==> src/rtl/soft_reset_pkg.sv <==
// Constants for the peripheral soft reset bank.
// Assumes a 32-bit classic Wishbone register bus with byte addresses.
package soft_reset_pkg;

  localparam int unsigned DATA_W = 32;
  localparam int unsigned ADDR_W = 12;
  localparam int unsigned SEL_W = 4;
  localparam int unsigned BYTE_W = 8;
  localparam int unsigned WORD_LSB = 2;

  // Register offset and reset value
  localparam logic [ADDR_W-1:0] SOFT_RESET_CONTROL_BANK_1_OFFSET = 12'h044;
  localparam logic [DATA_W-1:0] SOFT_RESET_RESET_VALUE = 32'h0000_0000;

  // Field positions
  localparam int unsigned ANALOG_CMP_2_BIT = 26;
  localparam int unsigned ANALOG_CMP_1_BIT = 25;
  localparam int unsigned ANALOG_CMP_0_BIT = 24;
  localparam int unsigned GP_COUNTER_3_BIT = 19;
  localparam int unsigned GP_COUNTER_2_BIT = 18;
  localparam int unsigned GP_COUNTER_1_BIT = 17;
  localparam int unsigned GP_COUNTER_0_BIT = 16;
  localparam int unsigned TWO_WIRE_0_BIT = 12;
  localparam int unsigned SYNC_SERIAL_1_BIT = 5;
  localparam int unsigned SYNC_SERIAL_0_BIT = 4;
  localparam int unsigned ASYNC_SERIAL_2_BIT = 2;
  localparam int unsigned ASYNC_SERIAL_1_BIT = 1;
  localparam int unsigned ASYNC_SERIAL_0_BIT = 0;

  // Positions that hold storage; all others read zero
  localparam logic [DATA_W-1:0] IMPLEMENTED_MASK = 32'h070f_1037;

  // Value returned for an unmapped address
  localparam logic [DATA_W-1:0] UNMAPPED_READ_VALUE = 32'h0000_0000;

endpackage : soft_reset_pkg

==> src/rtl/reset_store_if.sv <==
// Carrier between the bus front end and the reset bit store.
// Assumes both ends run on the same clock.
`timescale 1ns/1ps
interface reset_store_if;
  logic wr_en;
  logic [soft_reset_pkg::DATA_W-1:0] wr_data;
  logic [soft_reset_pkg::DATA_W-1:0] wr_mask;
  logic [soft_reset_pkg::DATA_W-1:0] allow_mask;
  logic [soft_reset_pkg::DATA_W-1:0] value;

  modport front (
    output wr_en,
    output wr_data,
    output wr_mask,
    output allow_mask,
    input value
  );

  modport store (
    input wr_en,
    input wr_data,
    input wr_mask,
    input allow_mask,
    output value
  );
endinterface : reset_store_if

==> src/rtl/reset_bit_store.sv <==
// Storage flops of the soft reset control word.
// Assumes a synchronised active-low reset and masks from the front end.
`timescale 1ns/1ps
module reset_bit_store (
  input wire logic clk,
  input wire logic rst_n,
  reset_store_if.store st
);

  logic [soft_reset_pkg::DATA_W-1:0] value_reg;
  logic [soft_reset_pkg::DATA_W-1:0] value_next;

  // Masked merge, then clear any position not allowed
  always_comb begin
    value_next = value_reg;
    if (st.wr_en) begin
      value_next = (value_reg & ~st.wr_mask) | (st.wr_data & st.wr_mask);
    end
    value_next = value_next & st.allow_mask;
  end

  always_ff @(posedge clk or negedge rst_n) begin
    if (!rst_n) begin
      value_reg <= soft_reset_pkg::SOFT_RESET_RESET_VALUE;
    end else begin
      value_reg <= value_next;
    end
  end

  assign st.value = value_reg;

endmodule : reset_bit_store

==> src/rtl/soft_reset_bank.sv <==
// Peripheral soft reset bank with a classic Wishbone slave port.
// Assumes capability_mask_2 comes from logic on clk; reset_n is asynchronous.
//
// Our own choice: the Wishbone interface to the registers.
`timescale 1ns/1ps
module soft_reset_bank (
  input wire logic clk,
  input wire logic reset_n,
  input wire logic wb_cyc_i,
  input wire logic wb_stb_i,
  input wire logic wb_we_i,
  input wire logic [soft_reset_pkg::ADDR_W-1:0] wb_adr_i,
  input wire logic [soft_reset_pkg::SEL_W-1:0] wb_sel_i,
  input wire logic [soft_reset_pkg::DATA_W-1:0] wb_dat_i,
  output logic [soft_reset_pkg::DATA_W-1:0] wb_dat_o,
  output logic wb_ack_o,
  input wire logic [soft_reset_pkg::DATA_W-1:0] capability_mask_2,
  output logic analog_cmp_2_reset,
  output logic analog_cmp_1_reset,
  output logic analog_cmp_0_reset,
  output logic gp_counter_3_reset,
  output logic gp_counter_2_reset,
  output logic gp_counter_1_reset,
  output logic gp_counter_0_reset,
  output logic two_wire_unit_0_reset,
  output logic sync_serial_1_reset,
  output logic sync_serial_0_reset,
  output logic async_serial_2_reset,
  output logic async_serial_1_reset,
  output logic async_serial_0_reset
);

  // Byte lanes to bit mask
  function automatic logic [soft_reset_pkg::DATA_W-1:0] lane_mask(
    input logic [soft_reset_pkg::SEL_W-1:0] sel
  );
    logic [soft_reset_pkg::DATA_W-1:0] m;
    m = '0;
    for (int i = 0; i < soft_reset_pkg::SEL_W; i++) begin
      m[i*soft_reset_pkg::BYTE_W +: soft_reset_pkg::BYTE_W] = {soft_reset_pkg::BYTE_W{sel[i]}};
    end
    return m;
  endfunction : lane_mask

  // Word address match
  function automatic logic reg_hit(input logic [soft_reset_pkg::ADDR_W-1:0] adr);
    return adr[soft_reset_pkg::ADDR_W-1:soft_reset_pkg::WORD_LSB] ==
      soft_reset_pkg::SOFT_RESET_CONTROL_BANK_1_OFFSET[soft_reset_pkg::ADDR_W-1:
      soft_reset_pkg::WORD_LSB];
  endfunction : reg_hit

  // Reset release synchroniser
  logic rst_meta_reg;
  logic rst_n_reg;

  always_ff @(posedge clk or negedge reset_n) begin
    if (!reset_n) begin
      rst_meta_reg <= 1'b0;
      rst_n_reg <= 1'b0;
    end else begin
      rst_meta_reg <= 1'b1;
      rst_n_reg <= rst_meta_reg;
    end
  end

  logic rst_n;
  assign rst_n = rst_n_reg;

  reset_store_if st ();

  reset_bit_store u_store (
    .clk(clk),
    .rst_n(rst_n),
    .st(st)
  );

  // Bus request decode
  logic req;
  logic hit;
  logic [soft_reset_pkg::DATA_W-1:0] allow;

  assign req = wb_cyc_i && wb_stb_i && !wb_ack_o;
  assign hit = reg_hit(wb_adr_i);
  assign allow = soft_reset_pkg::IMPLEMENTED_MASK & capability_mask_2;

  assign st.wr_en = req && wb_we_i && hit;
  assign st.wr_data = wb_dat_i;
  assign st.wr_mask = lane_mask(wb_sel_i) & allow;
  assign st.allow_mask = allow;

  // Acknowledge: one cycle after the request, for one cycle
  logic ack_reg;

  always_ff @(posedge clk or negedge rst_n) begin
    if (!rst_n) begin
      ack_reg <= 1'b0;
    end else begin
      ack_reg <= req;
    end
  end

  assign wb_ack_o = ack_reg;

  // Read data captured with the acknowledge
  logic [soft_reset_pkg::DATA_W-1:0] rdata_reg;

  always_ff @(posedge clk or negedge rst_n) begin
    if (!rst_n) begin
      rdata_reg <= soft_reset_pkg::UNMAPPED_READ_VALUE;
    end else if (req && !wb_we_i) begin
      if (hit) begin
        rdata_reg <= st.value & soft_reset_pkg::IMPLEMENTED_MASK;
      end else begin
        rdata_reg <= soft_reset_pkg::UNMAPPED_READ_VALUE;
      end
    end
  end

  assign wb_dat_o = rdata_reg;

  // Reset lines straight from the store flops
  assign analog_cmp_2_reset = st.value[soft_reset_pkg::ANALOG_CMP_2_BIT];
  assign analog_cmp_1_reset = st.value[soft_reset_pkg::ANALOG_CMP_1_BIT];
  assign analog_cmp_0_reset = st.value[soft_reset_pkg::ANALOG_CMP_0_BIT];
  assign gp_counter_3_reset = st.value[soft_reset_pkg::GP_COUNTER_3_BIT];
  assign gp_counter_2_reset = st.value[soft_reset_pkg::GP_COUNTER_2_BIT];
  assign gp_counter_1_reset = st.value[soft_reset_pkg::GP_COUNTER_1_BIT];
  assign gp_counter_0_reset = st.value[soft_reset_pkg::GP_COUNTER_0_BIT];
  assign two_wire_unit_0_reset = st.value[soft_reset_pkg::TWO_WIRE_0_BIT];
  assign sync_serial_1_reset = st.value[soft_reset_pkg::SYNC_SERIAL_1_BIT];
  assign sync_serial_0_reset = st.value[soft_reset_pkg::SYNC_SERIAL_0_BIT];
  assign async_serial_2_reset = st.value[soft_reset_pkg::ASYNC_SERIAL_2_BIT];
  assign async_serial_1_reset = st.value[soft_reset_pkg::ASYNC_SERIAL_1_BIT];
  assign async_serial_0_reset = st.value[soft_reset_pkg::ASYNC_SERIAL_0_BIT];

  // Checks
  logic wr_full;
  assign wr_full = req && wb_we_i && hit && (wb_sel_i == {soft_reset_pkg::SEL_W{1'b1}});

  AST_ACK_PULSE: assert property (
    @(posedge clk) disable iff (!rst_n)
    wb_ack_o |=> !wb_ack_o
  ) else $error("ack held longer than one cycle");

  AST_ACK_NEXT: assert property (
    @(posedge clk) disable iff (!rst_n)
    (wb_cyc_i && wb_stb_i && !wb_ack_o) |=> wb_ack_o
  ) else $error("request not acknowledged in the next cycle");

  AST_GATED_WRITE: assert property (
    @(posedge clk) disable iff (!rst_n)
    st.wr_en |=> ((st.value & ~$past(allow)) == 32'h0000_0000)
  ) else $error("write reached a position without capability");

  AST_FULL_WRITE: assert property (
    @(posedge clk) disable iff (!rst_n)
    wr_full |=> (st.value == ($past(wb_dat_i) & $past(allow)))
  ) else $error("full write did not store masked data");

  AST_RESET_CLEAR: assert property (
    @(posedge clk)
    $rose(rst_n) |-> (st.value == soft_reset_pkg::SOFT_RESET_RESET_VALUE) && !wb_ack_o
  ) else $error("register not clear after reset");

  AST_READBACK: assert property (
    @(posedge clk) disable iff (!rst_n)
    (req && !wb_we_i && hit) |=> wb_ack_o && (wb_dat_o == $past(st.value))
  ) else $error("read data differs from stored value");

  AST_COUNTER_SET: assert property (
    @(posedge clk) disable iff (!rst_n)
    (st.wr_en && wb_sel_i[2] && allow[soft_reset_pkg::GP_COUNTER_0_BIT] &&
      wb_dat_i[soft_reset_pkg::GP_COUNTER_0_BIT]) |=> gp_counter_0_reset
  ) else $error("counter 0 reset not asserted after write");

  AST_TWO_WIRE_CLEAR: assert property (
    @(posedge clk) disable iff (!rst_n)
    (st.wr_en && wb_sel_i[1] && !wb_dat_i[soft_reset_pkg::TWO_WIRE_0_BIT]) |=>
      !two_wire_unit_0_reset
  ) else $error("two-wire reset not released after clearing write");

  AST_SERIAL_HOLD: assert property (
    @(posedge clk) disable iff (!rst_n)
    (!st.wr_en && allow[soft_reset_pkg::SYNC_SERIAL_1_BIT] && $stable(allow)) |=>
      $stable(sync_serial_1_reset)
  ) else $error("sync serial 1 reset changed without a write");

  AST_ASYNC_MAP: assert property (
    @(posedge clk) disable iff (!rst_n)
    (wb_ack_o && $past(!wb_we_i && hit)) |->
      wb_dat_o[soft_reset_pkg::ASYNC_SERIAL_2_BIT] == $past(async_serial_2_reset)
  ) else $error("async serial 2 bit mismatch");

  AST_RESERVED_ZERO: assert property (
    @(posedge clk) disable iff (!rst_n)
    wb_ack_o |-> ((wb_dat_o & ~soft_reset_pkg::IMPLEMENTED_MASK) == 32'h0000_0000)
  ) else $error("unused position read nonzero");

  AST_NO_CAP_ZERO: assert property (
    @(posedge clk) disable iff (!rst_n)
    !allow[soft_reset_pkg::ANALOG_CMP_2_BIT] |=> ##0 !analog_cmp_2_reset
  ) else $error("comparator 2 reset set without capability");

  AST_UNMAPPED: assert property (
    @(posedge clk) disable iff (!rst_n)
    (req && !hit) |=> wb_ack_o && (st.value == ($past(st.value) & $past(allow))) &&
      ($past(wb_we_i) || (wb_dat_o == soft_reset_pkg::UNMAPPED_READ_VALUE))
  ) else $error("unmapped access had an effect");

endmodule : soft_reset_bank

==> config.mk <==
export PLATFORM = sky130hd
export DESIGN_NAME = soft_reset_bank
export DESIGN_NICKNAME = d
export VERILOG_FILES = /design/src/rtl/soft_reset_pkg.sv /design/src/rtl/reset_store_if.sv /design/src/rtl/reset_bit_store.sv /design/src/rtl/soft_reset_bank.sv
export SDC_FILE = /design/constraint.sdc
export NUM_CORES = 1
export LEC_CHECK = 0
export BUFFER_PORTS_ARGS = -buffer_cell sky130_fd_sc_hd__buf_2
export CORE_MARGIN = 5
export CORE_UTILIZATION = 41
export CTS_CLUSTER_SIZE = 24
export DETAILED_ROUTE_END_ITERATION = 12
export GPL_ROUTABILITY_DRIVEN = 0
export PLACE_DENSITY = 0.94
export SKIP_CTS_REPAIR_TIMING = 1
export SYNTH_ARGS = -nofsm -noshare
export SYNTH_HDL_FRONTEND = slang
export SYNTH_SLANG_ARGS = --single-unit
==> constraint.sdc <==
create_clock -name clk -period 1.8 [get_ports clk]
set_clock_uncertainty 0.1 [all_clocks]
set_input_delay 0.36 -clock clk [delete_from_list [all_inputs] [get_ports clk]]
set_output_delay 0.36 -clock clk [all_outputs]
set_load 0.02 [all_outputs]
; After elaboration in Yosys (flattened, before gate mapping)
; Cells that the tools add are included.
; W data, S select, Z words.
[totals]
reg_bits = 67
input_bits = 85
[op_classes]
n_eq_ne = 1
muxes = 2
bitwise_logic = 6
n_reduce_logical = 7
[op_table]
columns = cell, n
row1 = $and A32 B27 Y32, 2
row2 = $and A32 B32 Y32, 2
row3 = $mux W32, 1
row4 = $not A32 Y32, 1
row5 = $or A32 B32 Y32, 1
row6 = $mux W27, 1
row7 = $eq A10 B5 Y1 const B, 1
row8 = $logic_and A1 B1 Y1, 5
row9 = $logic_not A1 Y1, 2

; Longest topological paths before layout
; Gate-level depths: netlist (run 1).
[logic_depth]
ltp_word = 6
mapped_depth = 5

; Modules after synthesis
; From an unflattened synthesis (run 1), not the netlist that was laid out.
[hier_totals]
hier_cells = 251
hier_area_um2 = 2442.3
[by_module_without_submodules]
columns = module, instances, cells_per_inst, area_per_inst_um2, seq_area_each_um2
row1 = reset_bit_store, 1, 163, 1515.2, 800.8
row2 = soft_reset_bank, 1, 88, 927.1, 400.4

; Worst setup path after synthesis (run 1)
; Ideal clock, no wire load.
[synth_path]
kind = input -> register
startpoint = input wb_adr_i[7] in the netlist's numbering
endpoint = register rdata_reg (netlist bit wb_dat_o[26])
setup_time_ns = 0.074
arrival_ns = 1.792
required_time_ns = 1.626
slack_ns = -0.166
path_stages = 5
path_buffers = 2
path_cell_list = or4b_1 -> clkbuf_1 -> or4_4 -> buf_6 -> o21ai_2
[synth_via]
elab_chain_cells = 2
[synth_lines]
columns = element, line_no
row1 = start: declaration, soft_reset_bank.sv:12  ; input wire logic [soft_reset_pkg::ADDR_W-1:0] wb_adr_i,
row2 = $eq A10 B5 Y1, soft_reset_bank.sv:47  ; return adr[soft_reset_pkg::ADDR_W-1:soft_reset_pkg::WORD_LSB] ==
row3 = $mux W27, soft_reset_bank.sv:111  ; if (hit) begin
row4 = end signal: assignment, soft_reset_bank.sv:109  ; rdata_reg <= soft_reset_pkg::UNMAPPED_READ_VALUE;
row5 = end signal: assignment, soft_reset_bank.sv:112  ; rdata_reg <= st.value & soft_reset_pkg::IMPLEMENTED_MASK;
row6 = end signal: assignment, soft_reset_bank.sv:114  ; rdata_reg <= soft_reset_pkg::UNMAPPED_READ_VALUE;
row7 = end: declaration, soft_reset_bank.sv:105  ; logic [soft_reset_pkg::DATA_W-1:0] rdata_reg;
; Every way passes these cells.
; A chain may end at the register's enable or synchronous reset.

; Worst setup path after layout (run 1)
[layout_path]
startpoint = input wb_adr_i[7] in the netlist's numbering
endpoint = register u_store.value_reg (netlist bit u_store.st.value[19])
[layout_via]
elab_chain_cells = 4
[layout_lines]
columns = element, line_no
row1 = $eq A10 B5 Y1, soft_reset_bank.sv:47
row2 = $logic_and A1 B1 Y1, n/a
row3 = $mux W32, reset_bit_store.sv:16  ; if (st.wr_en) begin
row4 = $and A32 B27 Y32, reset_bit_store.sv:19  ; value_next = value_next & st.allow_mask;
row5 = via u_store.value_next (one bit), reset_bit_store.sv:11  ; logic [soft_reset_pkg::DATA_W-1:0] value_next;
row6 = end signal: assignment, reset_bit_store.sv:24  ; value_reg <= soft_reset_pkg::SOFT_RESET_RESET_VALUE;
row7 = end signal: assignment, reset_bit_store.sv:26  ; value_reg <= value_next;
row8 = end: declaration, reset_bit_store.sv:10  ; logic [soft_reset_pkg::DATA_W-1:0] value_reg;
; The timed path passes the listed nets, and every way through them passes these cells.

==> impl_metrics.ini, run 1 <==
[clock_network]
clockRootBuffer = clkbuf_8
cts.sinks = 29
cts_buffers = 5
cts_tree = yes
insertion_delay_ps = 270
cts_buffer_depth = 2
clk_pin_slew_worst_paths_ps = 60
cts.htree.levels = 2

[pwr]
power_density_mw_per_mm2 = 652
peakVddDrop_mv = 0.363
p_leak_nw = 1.06
power_mw = 1.30

[floorplan]
die_w_um = 70.5
io_pins = 131
start_util = 0.417
dieArea_sq_mm = 0.00498
rows = 22
die_h_um = 70.5
core-area_sq_mm = 0.00361

[logic_synthesis]
yosysTopAreaCellShare = 0.483
ys_async_sr_fraction = 1.00
ys_top_cells_by_area = dfrtp_1, nand2_1, buf_4
synth-main-ff-cell = dfrtp_1
synthDistinctLibCells = 20
ys_seq_area_frac = 0.483
synth_common_cells = nand2_1, dfrtp_1, buf_4, mux2i_1, o21ai_2
synth.most_common_cell = nand2_1
yosys.area.top_type = dfrtp_1
syn-cell-area_sq_mm = 0.00150
synthCells = 150
syn_area_per_cell_sq_um = 10.0
synth_warnings = 0
synth-edff-count = 0
yosys_register_bits = 29

[status]
status = finished, final reports clean

[timing]
hold_slack_ps = 142
grt_setup_unrepaired = no
post-route-period-util = 0.972
min_period_ps = 1750
fmax_mhz = 571
finalHoldViolCount = 0
final_max_slew_viol_count = 0
finalSetupViolCount = 0

[critical_path]
path_common_cell = buf_4
crit_arrival_ps = 1840
cp_max_fo = 4
cp.required_ps = 1890
crit_buf_inv = 3
slowest_stage = or4b_1
start_kind = primary input
crit_path_end_kind = flop
path_delay_family = simple AND/OR/NAND/NOR gates
critPathKind = in2reg
cp_slowest_stage_delay_ps = 540
cp_cell_sequence = buf_2 -> or4b_1 -> buf_4 -> nor4_4 -> buf_4 -> mux2i_1

[grt]
antenna_found_initial = 0
grt_pass1_vias = 1206
grtUsageTotal = 0.138
grt_pass1_wl_um = 5310
grt_max_degree = 28
grt_overflow_total = 0

[routing]
wl_per_cell_um = 12.2
drt-initial-drc-count = 24
drt-total-wl_um = 3430
vias_per_cell = 4.52
ant_nets = 0
drcViolationCount = 0
via_count = 1274
first_pass_iters = 4

[final_layout]
areaGrowthSynthToFinish_pct = 32.6
multi_input_area_sq_um = 679
nets = 318
layout-drive-gt1-share = 0.444
antenna_cells = 0
regArea_sq_um = 726
final_core_utilization = 0.552
final_area_sq_mm = 0.00199
fillers = 348

[worst_hold_path]
hold_class = reg2async

[placed_design]
portBuffers = 71
dpl.hpwl_um = 2740
placed_area_sq_mm = 0.00188

[run]
max_cap_violations = 0
## per-stage QoR
step	instances	setup slack, ps	setup TNS (ps)
3_3_place_gp	272	-238	-4750
5_1_grt	282	0.0187	0
2_1_floorplan	168	-164	-2470
4_1_cts	280	29.3	0
3_5_place_dp	272	-265	-5370
6_report	282	49.9	0
## worst paths after layout
path                       slack, ps                    to  cells past startpoint        start
setup / recovery                  50  u_store.st.value[19]                      6  wb_adr_i[7]
hold / removal                   140           wb_dat_o[1]                      1        rst_n
setup reg to reg                 240  u_store.st.value[25]                      5     wb_ack_o
hold reg to reg                  140           wb_dat_o[1]                      1        rst_n
max in group asynchronous       1200  u_store.st.value[18]                      1        rst_n
min in group clk                 230   u_store.st.value[0]                      3  wb_dat_i[0]
## cell families (layout without fill, tap and decap cells)
| family | Yosys count | in the layout | synth area share |
|---|---|---|---|
| AOI/OAI and AO/OA | 13 | 13 | 0.0683 |
| muxes | 13 | 13 | 0.0866 |
| DFF | 29 | 29 | 0.483 |
| buffers and inverters | 25 | 91 | 0.120 |
| other | 2 | 20 | 0.00500 |
| and+or+nand+nor | 68 | 68 | 0.237 |
## layout by cell type (no fill, tap or decap)
cell	n
or4_4	2
o21ai_0	3
conb_1	20
nand4b_1	1
mux2i_1	13
nand3b_1	4
nand2_1	53
buf_4	10
inv_1	1
dfrtp_1	29
or4b_1	1
clkinv_2	2
nor2_1	1
nor4bb_2	1
nand4bb_1	1
clkbuf_1	1
nor4_4	3
dlygate4sd3_1	1
clkbuf_8	5
buf_2	71
nor4_1	1
o21ai_2	10
## layer usage
layer  vias to the layer above  wire length [um]  GRT usage
met4                         0                28     0.0564
li1                        625                 -          -
met3                         2               307     0.0554
met2                        52              1820      0.239
met5                         -                 0          0
met1                       595              1280      0.150
## report_power, final
group          internal, mW  switching (mW)  leakage, nW  total (mW)
logic                0.0534          0.0897        0.610       0.143
clock network         0.267           0.231       0.0450       0.498
registers             0.656         0.00225        0.400       0.658
total                 0.976           0.323         1.06        1.30
## cell type report
| cell class | count | area share |
|---|---|---|
| inverter | 1 | 0.00188 |
| clock inverter | 2 | 0.00503 |
| multi-input combinational | 114 | 0.341 |
| sequential | 29 | 0.364 |
| clock buffer | 6 | 0.0364 |
| timing repair buffer | 82 | 0.221 |
| tap | 48 | 0.0302 |
Note: power is estimated with default switching activity, not from simulation.
==> inputs of run 2 (changes only) <==
--- a/config.mk
+++ b/config.mk
@@ -7,11 +7,11 @@
 export LEC_CHECK = 0
 export BUFFER_PORTS_ARGS = -buffer_cell sky130_fd_sc_hd__buf_2
 export CORE_MARGIN = 5
-export CORE_UTILIZATION = 41
+export CORE_UTILIZATION = 25
 export CTS_CLUSTER_SIZE = 24
 export DETAILED_ROUTE_END_ITERATION = 12
 export GPL_ROUTABILITY_DRIVEN = 0
-export PLACE_DENSITY = 0.94
+export PLACE_DENSITY = 0.65
 export SKIP_CTS_REPAIR_TIMING = 1
 export SYNTH_ARGS = -nofsm -noshare
 export SYNTH_HDL_FRONTEND = slang
==> run 2 against run 1 <==
  * Die area increased by 54%
  * Wire length increased by 3.6%
  * Global-route usage decreased by 4.3 points
  * Critical path type unchanged
  * Via count decreased by 4.4%
  * Sequential power about the same
==> impl_metrics.ini, run 2 (synthesis results as in run 1) <==
[placed_design]
place_inst = 298
portBuffers = 71
placed_area_sq_mm = 0.00192
dpl.hpwl_um = 2830
pre_cts_ws_ps = -267

[routing]
wl_per_cell_um = 11.6
drcViolationCount = 0
ant_nets = 0
drt-initial-drc-count = 16
first_pass_iters = 4
vias_per_cell = 3.97
drt-total-wl_um = 3550
via_count = 1218

[run]
max_cap_violations = 0

[pwr]
p_leak_nw = 1.05
p_sw_uw = 315
power.internal_mw = 1.01
seq_power_share = 0.495
power_switching_share = 0.237
power_density_mw_per_mm2 = 652
power_mw = 1.33
p_clk_frac = 0.394
peakVddDrop_mv = 0.339
pwr-share-comb = 0.111

[critical_path]
cp.required_ps = 1880
crit_path_end_kind = flop
start_kind = primary input
critPathKind = in2reg
crit_arrival_ps = 1820
cp_max_fo = 4
r2r_slack_ps = 230

[timing]
final_max_slew_viol_count = 0
min_period_ps = 1740
post-route-period-util = 0.964
finalHoldViolCount = 0
finalSetupViolCount = 0
worst_slack_ps = 64.4
fmax_mhz = 576
grt_setup_unrepaired = yes

[clock_network]
cts.htree.levels = 2
insertion_delay_ps = 270
cts_tree = yes
cts_buffers = 5
clk_pin_slew_worst_paths_ps = 60
cts.sinks = 29
cts_buffer_depth = 2
clockRootBuffer = clkbuf_8

[worst_hold_path]
hold_class = reg2async

[status]
status = finished, final reports clean

[grt]
grt_max_degree = 28
antenna_found_initial = 0
grt_pass1_vias = 1212
grtUsageTotal = 0.0951
grt_overflow_total = 0
grt_pass1_wl_um = 5580

[floorplan]
io_pins = 131
core-area_sq_mm = 0.00589
start_util = 0.255
die_h_um = 87.5
rows = 28
die_w_um = 87.5
dieArea_sq_mm = 0.00766

[final_layout]
layout.cells.non_filler = 307
nets = 317
final_area_sq_mm = 0.00204
layout-drive-gt1-share = 0.444
final_common_cell = buf_2
areaGrowthSynthToFinish_pct = 35.6
final_core_utilization = 0.346
antenna_cells = 0
mostFrequentLayoutCells = buf_2, nand2_1, dfrtp_1, conb_1, mux2i_1
==> run 2: cell count changes in the layout (fill, tap and decap cells not counted), sizes merged <==
| cell | before | now |
|---|---|---|
| clkbuf | 6 | 7 |
| clkinv | 2 | 0 |
| buf | 81 | 80 |
==> run 2: worst max-delay path, stage by stage <==
cell     delay (ps)
buf_2           100
or4_4           520
buf_4           180
nor4_4          260
buf_4           190
mux2i_1         200
==> run 2: area by class of cell <==
| class | count | area, sq um |
|---|---|---|
| Sequential cell | 29 | 726 |
| Timing Repair Buffer | 81 | 437 |
| Multi-Input combinational cell | 114 | 692 |
| Clock buffer | 7 | 86.3 |
| Inverter | 1 | 3.75 |
| Tap cell | 75 | 93.8 |
| Fill cell | 632 | 3850 |
==> run 2: path summary, 6_finish.rpt <==
kind                         startpoint                    to  cells after the start
max                        wb_adr_i[11]  u_store.st.value[25]                      6
min                               rst_n   u_store.st.value[2]                      1
max reg2reg                    wb_ack_o  u_store.st.value[18]                      5
min reg2reg                       rst_n   u_store.st.value[2]                      1
max in group asynchronous         rst_n          wb_dat_o[17]                      1
min in group clk               wb_stb_i              wb_ack_o                      3
==> run 2: metrics by stage <==
stage          setup TNS, ps  hold WS (ps)
2_1_floorplan          -2470         -35.6
3_3_place_gp           -5130          45.8
3_5_place_dp           -5310          47.8
4_1_cts                    0          -251
5_1_grt                    0           189
6_report                   0           139
==> run 2: routing by layer <==
layer,wire length (um),GRT usage
met5,0,0
met3,309,0.0292
met1,1480,0.116
met2,1740,0.158
met4,15,0.0335
==> run 2: power groups by stage <==
stage	logic, mW	clock network [mW]	registers (mW)
after floorplan	0.0945	0	0.679
after global placement	0.141	0	0.670
after detailed placement	0.144	0	0.670
after CTS	0.144	0.553	0.658
after global routing	0.165	0.577	0.658
final	0.147	0.523	0.658
==> inputs of run 3 (changes only) <==
--- a/config.mk
+++ b/config.mk
@@ -11,6 +11,7 @@
 export CTS_CLUSTER_SIZE = 24
 export DETAILED_ROUTE_END_ITERATION = 12
 export GPL_ROUTABILITY_DRIVEN = 0
+export GPL_TIMING_DRIVEN = 0
 export PLACE_DENSITY = 0.65
 export SKIP_CTS_REPAIR_TIMING = 1
 export SYNTH_ARGS = -nofsm -noshare
==> run 3 against run 2 <==
  * The run now ends with negative setup slack left
  * Global-route usage rose by 0.31 points
  * Critical endpoint is now wb_dat_o[1]
  * Register-to-register slack worse by 50 ps
  * Cell count up 6.5%
  * Core utilization up 2.9 points
  * Setup slack worse by 93 ps
  * Clock power up 2%
  * Power increased by 3.1%
  * Non-clock buffer count increased by 20
  * Sequential cell count did not move
  * Hold slack better by 81 ps
  * First-iteration DRC count up 19%
  * Sequential power is 2% higher
==> impl_metrics.ini, run 3 (synthesis results as in run 1) <==
[status]
status = complete, but fails checks
violations = negative setup slack

[critical_path]
crit_buf_inv = 2
ff2ff_path_depth = 4
r2r_slack_ps = 180
crit_arrival_ps = 1940
path_common_cell = or4_4
reg2reg_from = wb_ack_o
cp.required_ps = 1910
cp_max_fo = 5
path_delay_family = simple AND/OR/NAND/NOR gates
r2r-end = wb_dat_o[26]
critPathKind = in2reg
start_kind = primary input
cp_cell_sequence = buf_6 -> or4_4 -> or4_4 -> clkbuf_16 -> o21ai_2
crit_cells = 5
cp_slowest_stage_delay_ps = 610
crit_path_end_kind = flop
slowest_stage = or4_4

[timing]
post-route-period-util = 1.02
finalHoldViolCount = 0
min_period_ps = 1830
finalSetupTns_ps = -178
worst_slack_ps = -28.8
grt_setup_unrepaired = yes
relSlewSlack = 0.270
fmax_mhz = 547
worst_pin_slew_ps = 1100
finalSetupViolCount = 10
final_max_slew_viol_count = 0

[routing]
ant_nets = 0
drt-total-wl_um = 3790
drt-initial-drc-count = 19
first_pass_iters = 4
wl_per_cell_um = 11.6
via_count = 1313
drcViolationCount = 0
vias_per_cell = 4.02

[pwr]
power_density_mw_per_mm2 = 620
peakVddDrop_mv = 0.269
p_leak_nw = 1.17
power_mw = 1.37

[grt]
grt_pass1_wl_um = 5760
grt_max_degree = 28
grtUsageTotal = 0.0982
grt_overflow_total = 0
grt_pass1_vias = 1270
antenna_found_initial = 0

[clock_network]
insertion_delay_ps = 270
clk_pin_slew_worst_paths_ps = 60
cts_buffers = 5
cts.htree.levels = 2
cts_buffer_depth = 2
clockRootBuffer = clkbuf_8
cts_tree = yes
cts.sinks = 29

[final_layout]
layout.cells.non_filler = 327
layout-drive-gt1-share = 0.484
nets = 337
areaGrowthSynthToFinish_pct = 47.0
mostFrequentLayoutCells = buf_2, nand2_1, dfrtp_1, buf_4, conb_1
final_core_utilization = 0.375
antenna_cells = 0
final_common_cell = buf_2

[floorplan]
dieArea_sq_mm = 0.00766
start_util = 0.255
die_h_um = 87.5
die_w_um = 87.5
rows = 28
io_pins = 131
core-area_sq_mm = 0.00589

[placed_design]
dpl.hpwl_um = 3000
portBuffers = 71
pre_cts_ws_ps = -497
place_inst = 314

[worst_hold_path]
hold_class = in2reg
holdPathEnd = wb_ack_o
hp-start = wb_stb_i
whs_path_depth = 3

[run]
max_cap_violations = 0
-- run 3: area by class of cell --
class	instances	area, sq um
fill	625	3680
clock buffer	7	86.3
multi-input combinational	114	683
timing repair buffer	78	434
inverter	1	3.75
sequential	29	726
buffer	23	183
tap	75	93.8
-- run 3: where the power goes --
part	internal, mW	switching (mW)	leakage, nW
Combinational	0.0807	0.0848	0.730
Clock	0.303	0.233	0.0443
Sequential	0.655	0.0134	0.400
Total	1.04	0.331	1.17
-- run 3: worst max-delay path by stage --
stage                       startpoint                    to  slack (ps)
after global placement     wb_adr_i[7]  u_store.st.value[25]        -460
after floorplan           wb_adr_i[11]          wb_dat_o[26]        -160
after global routing       wb_adr_i[4]          wb_dat_o[12]         -60
after CTS                  wb_adr_i[7]  u_store.st.value[26]        -200
after detailed placement   wb_adr_i[7]  u_store.st.value[26]        -500
final                      wb_adr_i[4]           wb_dat_o[1]         -30
-- run 3: stage by stage --
step | hold WS [ps] | instance area, sq um
3_5_place_dp | 49.2 | 2020
2_1_floorplan | -35.6 | 1570
4_1_cts | -254 | 2110
6_report | 220 | 2210
3_3_place_gp | 46.5 | 2020
5_1_grt | 225 | 2210
-- run 3: metal layers --
layer	part of all wire	vias up	GRT usage
li1	-	659	-
met1	0.39	588	0.112
met2	0.50	58	0.168
met3	0.092	8	0.0348
met4	0.014	0	0.0377
met5	0	-	0
-- run 3: worst reg2reg max path, delay by kind of cell (launching register included) --
| family | cells | cell delay, ps |
|---|---|---|
| AND/OR/NAND/NOR | 2 | 560 |
| flip-flops | 1 | 420 |
| buffers and inverters | 1 | 340 |
| AO/OA/AOI/OAI | 1 | 130 |
